[src/verilog/pcr_pkg.sv]
`default_nettype none
package pcr_pkg;
  // Register byte addresses on the serial bus
  localparam logic [7:0] OFS_MULT_HI = 8'h07;
  localparam logic [7:0] OFS_MULT_LO = 8'h08;
  localparam logic [7:0] OFS_SPREAD = 8'h09;
  localparam logic [7:0] OFS_RATIO = 8'h0a;
  localparam logic [7:0] OFS_PART_ID = 8'h0b;
  // Serial bus target address 0xd2, kept as its 7-bit form
  localparam logic [6:0] DEV_ADDR = 7'h69;
  // Command code that selects block mode, and the byte count a block read returns
  localparam logic [7:0] BLOCK_CMD = 8'h00;
  localparam logic [7:0] BLOCK_COUNT = 8'h0c;
  // Field positions
  localparam int BIT_N_MSB = 7;
  localparam int BIT_FACT_HI = 6;
  localparam int BIT_FACT_LO = 5;
  localparam int BIT_DIRECT = 7;
  // Values after reset
  localparam logic RST_FACT_HI = 1'b1;
  localparam logic RST_FACT_LO = 1'b0;
  localparam logic [8:0] RST_MULT = 9'h000;
  localparam logic [4:0] RST_REFDIV = 5'h00;
  localparam logic [3:0] RST_RISE = 4'h1;
  localparam logic [3:0] RST_FALL = 4'hf;
  localparam logic RST_DIRECT = 1'b0;
  localparam logic [2:0] RST_RATIO = 3'h0;
  localparam logic [2:0] RST_SKEW = 3'h4;
  localparam logic [4:0] RST_FREQ_CODE = 5'h00;
  // Ratio code with undefined outputs
  localparam logic [2:0] RATIO_RESERVED = 3'h7;
  // Offset added to the multiplier, and the reference rate in kHz
  localparam logic [9:0] MULT_OFFSET = 10'h004;
  localparam int REF_CLOCK_KHZ = 14318;
  // Part identifier; this value is arbitrary
  localparam logic [7:0] PART_ID_CODE = 8'h5a;
  // Serial engine states
  typedef enum logic [3:0] {
    ST_IDLE, ST_ADDR, ST_ADDR_ACK, ST_CMD, ST_CMD_ACK,
    ST_WDATA, ST_WDATA_ACK, ST_RDATA, ST_RDATA_ACK
  } pcr_state_e;
  // Divide ratios {cpu, 3v66, pci} for a ratio code
  function automatic logic [11:0] pcr_ratio(input logic [2:0] sel);
    case (sel)
      3'h0: pcr_ratio = {4'h2, 4'h4, 4'h8};
      3'h1: pcr_ratio = {4'h2, 4'h5, 4'ha};
      3'h2: pcr_ratio = {4'h2, 4'h6, 4'hc};
      3'h3: pcr_ratio = {4'h3, 4'h6, 4'hc};
      3'h4: pcr_ratio = {4'h4, 4'h4, 4'h8};
      3'h5: pcr_ratio = {4'h4, 4'h6, 4'hc};
      3'h6: pcr_ratio = {4'h6, 4'h6, 4'hc};
      default: pcr_ratio = {4'h2, 4'h4, 4'h8};
    endcase
  endfunction : pcr_ratio
endpackage : pcr_pkg
`default_nettype wire

[src/verilog/pcr_top.sv]
`timescale 1ns/1ps
`default_nettype none
// What this block does
// - Nine-bit multiplier split over two registers
// - Five-bit reference divider, host writable, resets zero
// - Select bit picks table or direct programming
// - Direct frequency is reference times (N+4)/M
// - Watchdog expiry clears select, picks fallback or latched default code
// - Decode ratio code into three divide ratios
// - Four-bit spread rise count, resets to one
// - Four-bit spread fall count, resets all ones
// - Read-only part identifier at register eleven
// - Expiry with reload copies fallback code
// - Two-wire bus at address 0xd2
module pcr_top (
  // Clock and reset
  input wire logic clk,
  input wire logic srst,
  // Two-wire serial bus pins
  input wire logic scl_in,
  input wire logic sda_in,
  output logic sda_out,
  output logic sda_oe,
  // Watchdog and frequency straps, same clock domain
  input wire logic watchdog_expire,
  input wire logic safe_freq_enable,
  input wire logic [4:0] fallback_frequency_code,
  input wire logic [4:0] latched_default_code,
  // Frequency programming outputs
  output logic direct_program_select,
  output logic [4:0] frequency_select_code,
  output logic [9:0] vco_numerator,
  output logic [4:0] vco_denominator,
  output logic [3:0] spread_rise_count,
  output logic [3:0] spread_fall_count,
  // Decoded output divide ratios
  output logic [3:0] cpu_ratio,
  output logic [3:0] v66_ratio,
  output logic [3:0] pci_ratio
);
  import pcr_pkg::*;

  // Pin synchronisers plus one history stage for edge detection
  logic [2:0] scl_sync_q;
  logic [2:0] sda_sync_q;
  logic scl_rise, scl_fall, bus_start, bus_stop;

  // Serial engine state
  pcr_state_e state_q, state_d;
  logic [3:0] cnt_q, cnt_d;       // Bits moved in the current byte
  logic [7:0] shift_q, shift_d;   // Received byte
  logic [7:0] tx_q, tx_d;         // Byte being sent, msb on the wire
  logic [7:0] ptr_q, ptr_d;       // Register pointer
  logic rw_q, rw_d;               // Read direction from address byte
  logic block_q, block_d;         // Block mode selected by command
  logic first_q, first_d;         // Next byte is the block count
  logic nack_q, nack_d;           // Master declined further bytes
  logic oe_q, oe_d;
  logic sda_o_q;
  logic wr_en;                    // One-cycle register write strobe
  logic [7:0] rd_byte;

  // Register storage
  logic [8:0] mult_q, mult_d;
  logic [4:0] refdiv_q, refdiv_d;
  logic fact_hi_q, fact_hi_d, fact_lo_q, fact_lo_d;
  logic [3:0] rise_q, rise_d, fall_q, fall_d;
  logic direct_q, direct_d;
  logic [2:0] ratio_q, ratio_d, skew_q, skew_d;
  logic [4:0] freq_code_q, freq_code_d;
  logic [9:0] num_q, num_d;
  logic [11:0] div_q, div_d;

  // Edges seen on the second and third synchroniser stages only
  assign scl_rise = scl_sync_q[1] & ~scl_sync_q[2];
  assign scl_fall = ~scl_sync_q[1] & scl_sync_q[2];
  assign bus_start = scl_sync_q[1] & scl_sync_q[2] & ~sda_sync_q[1] & sda_sync_q[2];
  assign bus_stop = scl_sync_q[1] & scl_sync_q[2] & sda_sync_q[1] & ~sda_sync_q[2];

  // Synchronisers idle high like a released bus
  always_ff @(posedge clk) begin
    if (srst) begin
      scl_sync_q <= 3'h7;
      sda_sync_q <= 3'h7;
    end else begin
      scl_sync_q <= {scl_sync_q[1:0], scl_in};
      sda_sync_q <= {sda_sync_q[1:0], sda_in};
    end
  end

  // Register read view; reserved bit and unmapped addresses read zero
  always_comb begin
    rd_byte = 8'h00;
    case (ptr_q)
      OFS_MULT_HI: rd_byte = {mult_q[8], fact_hi_q, fact_lo_q, refdiv_q};
      OFS_MULT_LO: rd_byte = mult_q[7:0];
      OFS_SPREAD: rd_byte = {rise_q, fall_q};
      OFS_RATIO: rd_byte = {direct_q, 1'b0, ratio_q, skew_q};
      OFS_PART_ID: rd_byte = PART_ID_CODE;
      default: rd_byte = 8'h00;
    endcase
  end

  // Serial engine next state; shifts on scl rise, drives on scl fall
  always_comb begin
    state_d = state_q;
    cnt_d = cnt_q;
    shift_d = shift_q;
    tx_d = tx_q;
    ptr_d = ptr_q;
    rw_d = rw_q;
    block_d = block_q;
    first_d = first_q;
    nack_d = nack_q;
    oe_d = oe_q;
    wr_en = 1'b0;
    if (bus_start) begin
      state_d = ST_ADDR;
      cnt_d = 4'h0;
      oe_d = 1'b0;
    end else if (bus_stop) begin
      state_d = ST_IDLE;
      oe_d = 1'b0;
    end else if (scl_rise) begin
      case (state_q)
        ST_ADDR, ST_CMD, ST_WDATA: begin
          shift_d = {shift_q[6:0], sda_sync_q[1]};
          cnt_d = cnt_q + 4'h1;
        end
        ST_RDATA: cnt_d = cnt_q + 4'h1;
        ST_RDATA_ACK: nack_d = sda_sync_q[1];
        default: ;
      endcase
    end else if (scl_fall) begin
      case (state_q)
        ST_ADDR: begin
          if (cnt_q == 4'h8) begin
            if (shift_q[7:1] == DEV_ADDR) begin
              state_d = ST_ADDR_ACK;
              rw_d = shift_q[0];
              oe_d = 1'b1;
            end else begin
              state_d = ST_IDLE;
            end
          end
        end
        ST_CMD: begin
          if (cnt_q == 4'h8) begin
            state_d = ST_CMD_ACK;
            ptr_d = shift_q;
            block_d = (shift_q == BLOCK_CMD);
            first_d = 1'b1;
            oe_d = 1'b1;
          end
        end
        ST_WDATA: begin
          if (cnt_q == 4'h8) begin
            // Block count byte is swallowed, other bytes land at the pointer
            state_d = ST_WDATA_ACK;
            oe_d = 1'b1;
            if (block_q && first_q) begin
              first_d = 1'b0;
            end else begin
              wr_en = 1'b1;
              ptr_d = ptr_q + 8'h01;
            end
          end
        end
        ST_CMD_ACK, ST_WDATA_ACK: begin
          state_d = ST_WDATA;
          cnt_d = 4'h0;
          oe_d = 1'b0;
        end
        ST_RDATA: begin
          if (cnt_q == 4'h8) begin
            state_d = ST_RDATA_ACK;
            oe_d = 1'b0;
          end else begin
            tx_d = {tx_q[6:0], 1'b0};
            oe_d = ~tx_d[7];
          end
        end
        ST_ADDR_ACK, ST_RDATA_ACK: begin
          if (state_q == ST_ADDR_ACK && !rw_q) begin
            state_d = ST_CMD;
            cnt_d = 4'h0;
            oe_d = 1'b0;
          end else if (state_q == ST_RDATA_ACK && nack_q) begin
            state_d = ST_IDLE;
            oe_d = 1'b0;
          end else begin
            // Load the next byte and put its msb on the wire
            state_d = ST_RDATA;
            cnt_d = 4'h0;
            if (block_q && first_q) begin
              tx_d = BLOCK_COUNT;
              first_d = 1'b0;
            end else begin
              tx_d = rd_byte;
              ptr_d = ptr_q + 8'h01;
            end
            oe_d = ~tx_d[7];
          end
        end
        default: ;
      endcase
    end
  end

  always_ff @(posedge clk) begin
    if (srst) begin
      state_q <= ST_IDLE;
      cnt_q <= 4'h0;
      shift_q <= 8'h00;
      tx_q <= 8'h00;
      ptr_q <= 8'h00;
      rw_q <= 1'b0;
      block_q <= 1'b0;
      first_q <= 1'b0;
      nack_q <= 1'b0;
      oe_q <= 1'b0;
      sda_o_q <= 1'b0;
    end else begin
      state_q <= state_d;
      cnt_q <= cnt_d;
      shift_q <= shift_d;
      tx_q <= tx_d;
      ptr_q <= ptr_d;
      rw_q <= rw_d;
      block_q <= block_d;
      first_q <= first_d;
      nack_q <= nack_d;
      oe_q <= oe_d;
      sda_o_q <= 1'b0;
    end
  end

  // Register writes, watchdog fallback and derived outputs
  always_comb begin
    mult_d = mult_q;
    refdiv_d = refdiv_q;
    fact_hi_d = fact_hi_q;
    fact_lo_d = fact_lo_q;
    rise_d = rise_q;
    fall_d = fall_q;
    direct_d = direct_q;
    ratio_d = ratio_q;
    skew_d = skew_q;
    freq_code_d = freq_code_q;
    if (wr_en) begin
      case (ptr_q)
        OFS_MULT_HI: begin
          mult_d[8] = shift_q[BIT_N_MSB];
          fact_hi_d = shift_q[BIT_FACT_HI];
          fact_lo_d = shift_q[BIT_FACT_LO];
          refdiv_d = shift_q[4:0];
        end
        OFS_MULT_LO: mult_d[7:0] = shift_q;
        OFS_SPREAD: begin
          rise_d = shift_q[7:4];
          fall_d = shift_q[3:0];
        end
        OFS_RATIO: begin
          direct_d = shift_q[BIT_DIRECT];
          if (shift_q[5:3] != RATIO_RESERVED) begin
            ratio_d = shift_q[5:3];
          end
          skew_d = shift_q[2:0];
        end
        OFS_PART_ID: ;
        default: ;
      endcase
    end
    // expiry beats a host write of the select bit
    if (watchdog_expire) begin
      direct_d = 1'b0;
      freq_code_d = safe_freq_enable ? fallback_frequency_code : latched_default_code;
    end
    num_d = {1'b0, mult_d} + MULT_OFFSET;
    div_d = pcr_ratio(ratio_d);
  end

  always_ff @(posedge clk) begin
    if (srst) begin
      mult_q <= RST_MULT;
      refdiv_q <= RST_REFDIV;
      fact_hi_q <= RST_FACT_HI;
      fact_lo_q <= RST_FACT_LO;
      rise_q <= RST_RISE;
      fall_q <= RST_FALL;
      direct_q <= RST_DIRECT;
      ratio_q <= RST_RATIO;
      skew_q <= RST_SKEW;
      freq_code_q <= RST_FREQ_CODE;
      num_q <= {1'b0, RST_MULT} + MULT_OFFSET;
      div_q <= pcr_ratio(RST_RATIO);
    end else begin
      mult_q <= mult_d;
      refdiv_q <= refdiv_d;
      fact_hi_q <= fact_hi_d;
      fact_lo_q <= fact_lo_d;
      rise_q <= rise_d;
      fall_q <= fall_d;
      direct_q <= direct_d;
      ratio_q <= ratio_d;
      skew_q <= skew_d;
      freq_code_q <= freq_code_d;
      num_q <= num_d;
      div_q <= div_d;
    end
  end

  // Outputs straight from flops
  assign sda_out = sda_o_q;
  assign sda_oe = oe_q;
  assign direct_program_select = direct_q;
  assign frequency_select_code = freq_code_q;
  assign vco_numerator = num_q;
  assign vco_denominator = refdiv_q;
  assign spread_rise_count = rise_q;
  assign spread_fall_count = fall_q;
  assign cpu_ratio = div_q[11:8];
  assign v66_ratio = div_q[7:4];
  assign pci_ratio = div_q[3:0];
endmodule : pcr_top
`default_nettype wire

[config.mk]
export PLATFORM = sky130hd
export DESIGN_NAME = pcr_top
export DESIGN_NICKNAME = d
export VERILOG_FILES = /design/src/verilog/pcr_pkg.sv /design/src/verilog/pcr_top.sv
export SDC_FILE = /design/constraint.sdc
export NUM_CORES = 1
export LEC_CHECK = 0
export ABC_AREA = 1
export BUFFER_PORTS_ARGS = -buffer_cell sky130_fd_sc_hd__buf_2
export CORE_ASPECT_RATIO = 0.5
export CORE_MARGIN = 2
export CORE_UTILIZATION = 30
export CTS_CLUSTER_SIZE = 12
export DETAILED_ROUTE_END_ITERATION = 16
export GPL_ROUTABILITY_DRIVEN = 0
export HOLD_SLACK_MARGIN = 0.1
export PLACE_DENSITY_LB_ADDON = 0.2
export SETUP_SLACK_MARGIN = 0.4
export SLEW_MARGIN = 20
export SYNTH_ARGS = -nofsm -noshare
export SYNTH_HDL_FRONTEND = slang
export SYNTH_SLANG_ARGS = --single-unit
[constraint.sdc]
create_clock -name clk -period 2.38 [get_ports clk]
set_input_delay 0 -clock clk [delete_from_list [all_inputs] [get_ports clk]]
set_output_delay 0 -clock clk [all_outputs]
set_load 0.03 [all_outputs]
==> reports/qor.yml <==
run_status:
  status: "finished clean"
power_and_ir_drop:
  intPower_mw: 2.36
  p_sw_frac: 0.266
  p_per_area_mw_per_mm2: 527
  pwr-share-clk: 0.457
  ir_drop_uv: 309
  leakage_nw: 2.55
  p_total_mw: 3.22
  seq_power_share: 0.480
  p_switching_mw: 0.857
  combPwrFrac: 0.063
route:
  vias: 4533
  highest_layer: "met4"
  wl_um: 14000
  remaining_drc_errors: 0
  firstDrtPassIters: 5
  dr_wl_met3_um: 703
  antenna_left: 0
  drt-vias-per-instance: 4.75
  route.met2.wl_um: 6170
  wl_met1_um: 7010
  drt-wirelength-per-cell_um: 14.7
  first_iter_violations: 255
global_route:
  grt_pass1_vias: 4112
  grt_max_degree: 33
  track_usage: 0.168
  grt_pass1_wl_um: 21900
  antenna_found_initial: 0
  grt.overflow.total: 0
cts:
  cts_buffers: 9
  clock_path_buffers: 2
  clock_latency_ns: 0.36
  cts_root_buf: "clkbuf_16"
  h-tree-depth: 3
  cts_num_sinks: 91
  cts_tree: "built"
  cts.clk_slew.worst_paths_ns: 0.08
critical_path:
  crit_slowest_cell: "dfxtp_4"
  reg2reg_depth: 10
  max_stage_delay_ns: 0.37
  critical_path_class: "reg -> reg"
  worst-path-max-fanout: 5
  crit_top_cell: "nand3_4"
  cp-start-kind: "flop"
  arrival_ns: 2.18
  crit_path_end_kind: "flop"
  crit_chain: "ha_2 -> nand3_4 -> nand2_4 -> nor2_4 -> nand3_4 -> o21ai_4 -> inv_2 -> ha_4 -> o21ai_0 -> nor2_1"
  cp_data_required_time_ns: 2.62
yosys:
  syn-instance-count: 649
  synth_top_area_cell: "dfxtp_1"
  synth_area_per_cell_um2: 7.22
  synth_edf_count: 0
  synthTopCellsByArea: "dfxtp_1, nand2_1, a21oi_1"
  synth_top_area_frac: 0.389
  synth_area_mm2: 0.00469
  seq_area_frac_synth: 0.389
  postSynthRegisterBits: 91
  synth.distinct_cells: 40
  async_flop_share: 0
  yosys_warnings: 0
  yosys_most_used_dff: "dfxtp_1"
layout:
  final_cell_mix: "nand2_1, dfxtp_1, inv_1"
  multi_input_area_mm2: 0.00266
  drive_gt1_frac: 0.273
  antennaDiodeCount: 0
  final_cells: 955
  n_fill_cell: 1589
  finalNetCount: 773
  seq_area_mm2: 0.00184
  layout_commonest_cell: "nand2_1"
  areaGrowthSynthToFinish_pct: 30.4
flow_run:
  cap_violations: 0
die:
  initial_core_util: 0.306
  die_height_um: 92.4
  die_x_um: 181
  io_pins: 59
  rows: 32
  coreArea_mm2: 0.0153
  dieArea_mm2: 0.0167
timing:
  final.setup.tns_ns: 0
  final-setup-viol-count: 0
  whs_ns: 0.115
  final_max_slew_viol_count: 0
  fmax_ghz: 0.516
  fin_skew_ns: 0.0127
  post-route-period-util: 0.814
  hold_viol_final: 0
  rsz0062_at_grt: "true"
  fin_crit_ns: 1.94
min_path:
  hp-class: "in -> reg"
  min_path_cells: 4
place:
  placed_cells: 898
  hpwl_um: 9990
  portBuffers: 52
-- layout make-up --
type                       count  share of cell area
timing repair buffer         109               0.125
tap                          204              0.0418
clock buffer                   9              0.0368
sequential                    91               0.300
clock inverter                 7              0.0125
multi-input combinational    457               0.435
inverter                      78              0.0483
-- power by group through the flow --
stage                     Sequential (mW)  Combinational, mW  Clock [mW]
after floorplan                      1.59              0.104           0
after global placement               1.58              0.159           0
after detailed placement             1.58              0.159           0
after CTS                            1.55              0.192        1.50
after global routing                 1.55              0.220        1.57
final                                1.55              0.202        1.47
-- cells by family (layout without fill, tap and decap cells) --
| logic type | Yosys count | after routing | synth area share |
|---|---|---|---|
| adders and majority gates | 11 | 11 | 0.0294 |
| and+or+nand+nor | 292 | 293 | 0.305 |
| xor gates and xnor gates | 6 | 6 | 0.0112 |
| buffers and inverters | 106 | 203 | 0.0972 |
| other | 2 | 6 | 0.00160 |
| DFF | 91 | 91 | 0.389 |
| AOI/OAI and AO/OA | 141 | 141 | 0.167 |
-- through the flow --
step	worst slack, ns	cell area [um^2]	util
2_1_floorplan	0.416	4710	-
3_3_place_gp	0.297	5190	0.339
3_5_place_dp	0.249	5190	0.339
4_1_cts	0.412	5890	0.384
5_1_grt	0.316	6110	0.399
6_report	0.443	6110	0.399
-- registers in the layout (all words and copies together) (netlist names), 4 cells and up --
| register | flops |
|---|---|
| spread_rise_count | 4 |
| ptr_q | 8 |
| frequency_select_code | 5 |
| tx_q | 7 |
| vco_numerator | 8 |
| div_q | 5 |
| mult_q | 9 |
| vco_denominator | 5 |
| shift_q | 8 |
| spread_fall_count | 4 |
| cnt_q | 4 |
| state_q | 4 |
-- Yosys cell counts, types with 5 or more instances --
cell and n:
dfxtp_1 91, buf_4 12, ha_1 11, nor2_2 9
inv_2 10, nand3_1 41, clkbuf_1 11, o21ai_0 51
a21oi_1 58, nand2_1 142, nor2_1 46, nand4_1 13
o211ai_1 13, nand2_2 8, nand3_2 5, nor3_1 5
inv_1 68, or2_2 5
-- worst paths after layout --
path / start / to / slack [ns]
worst max-delay path: scl_sync_q[2] / vco_numerator[4] / 0.44
worst min-delay path: srst / sda_sync_q[2] / 0.12
worst max register to register: scl_sync_q[2] / vco_numerator[4] / 0.44
worst min register to register: sda_sync_q[0] / sda_sync_q[1] / 0.41
-- repair_timing --
action / in CTS / in global routing
resized for setup: 32 / 34
endpoints found under the hold margin: 8 / 0
endpoints found under the setup margin: 8 / 29
cloned: 1 / 0
buffers inserted: 12 / 10
hold buffers: 18 / 0
pin swaps: 14 / 12
-- critical path, delay by kind of cell, from the launching register on --
family	cells	cell delay, ns
DFF	1	0.37
adders and majority gates	2	0.38
AOI/OAI and AO/OA	2	0.46
and+or+nand+nor	5	0.56
buffers and inverters	1	0.06
-- layer usage --
metal,GRT usage,up-vias
li1,-,2316
met1,0.233,2101
met2,0.262,103
met3,0.0374,13
met4,0.0444,0
met5,0,-
Note: power is estimated with default switching activity, not from simulation.
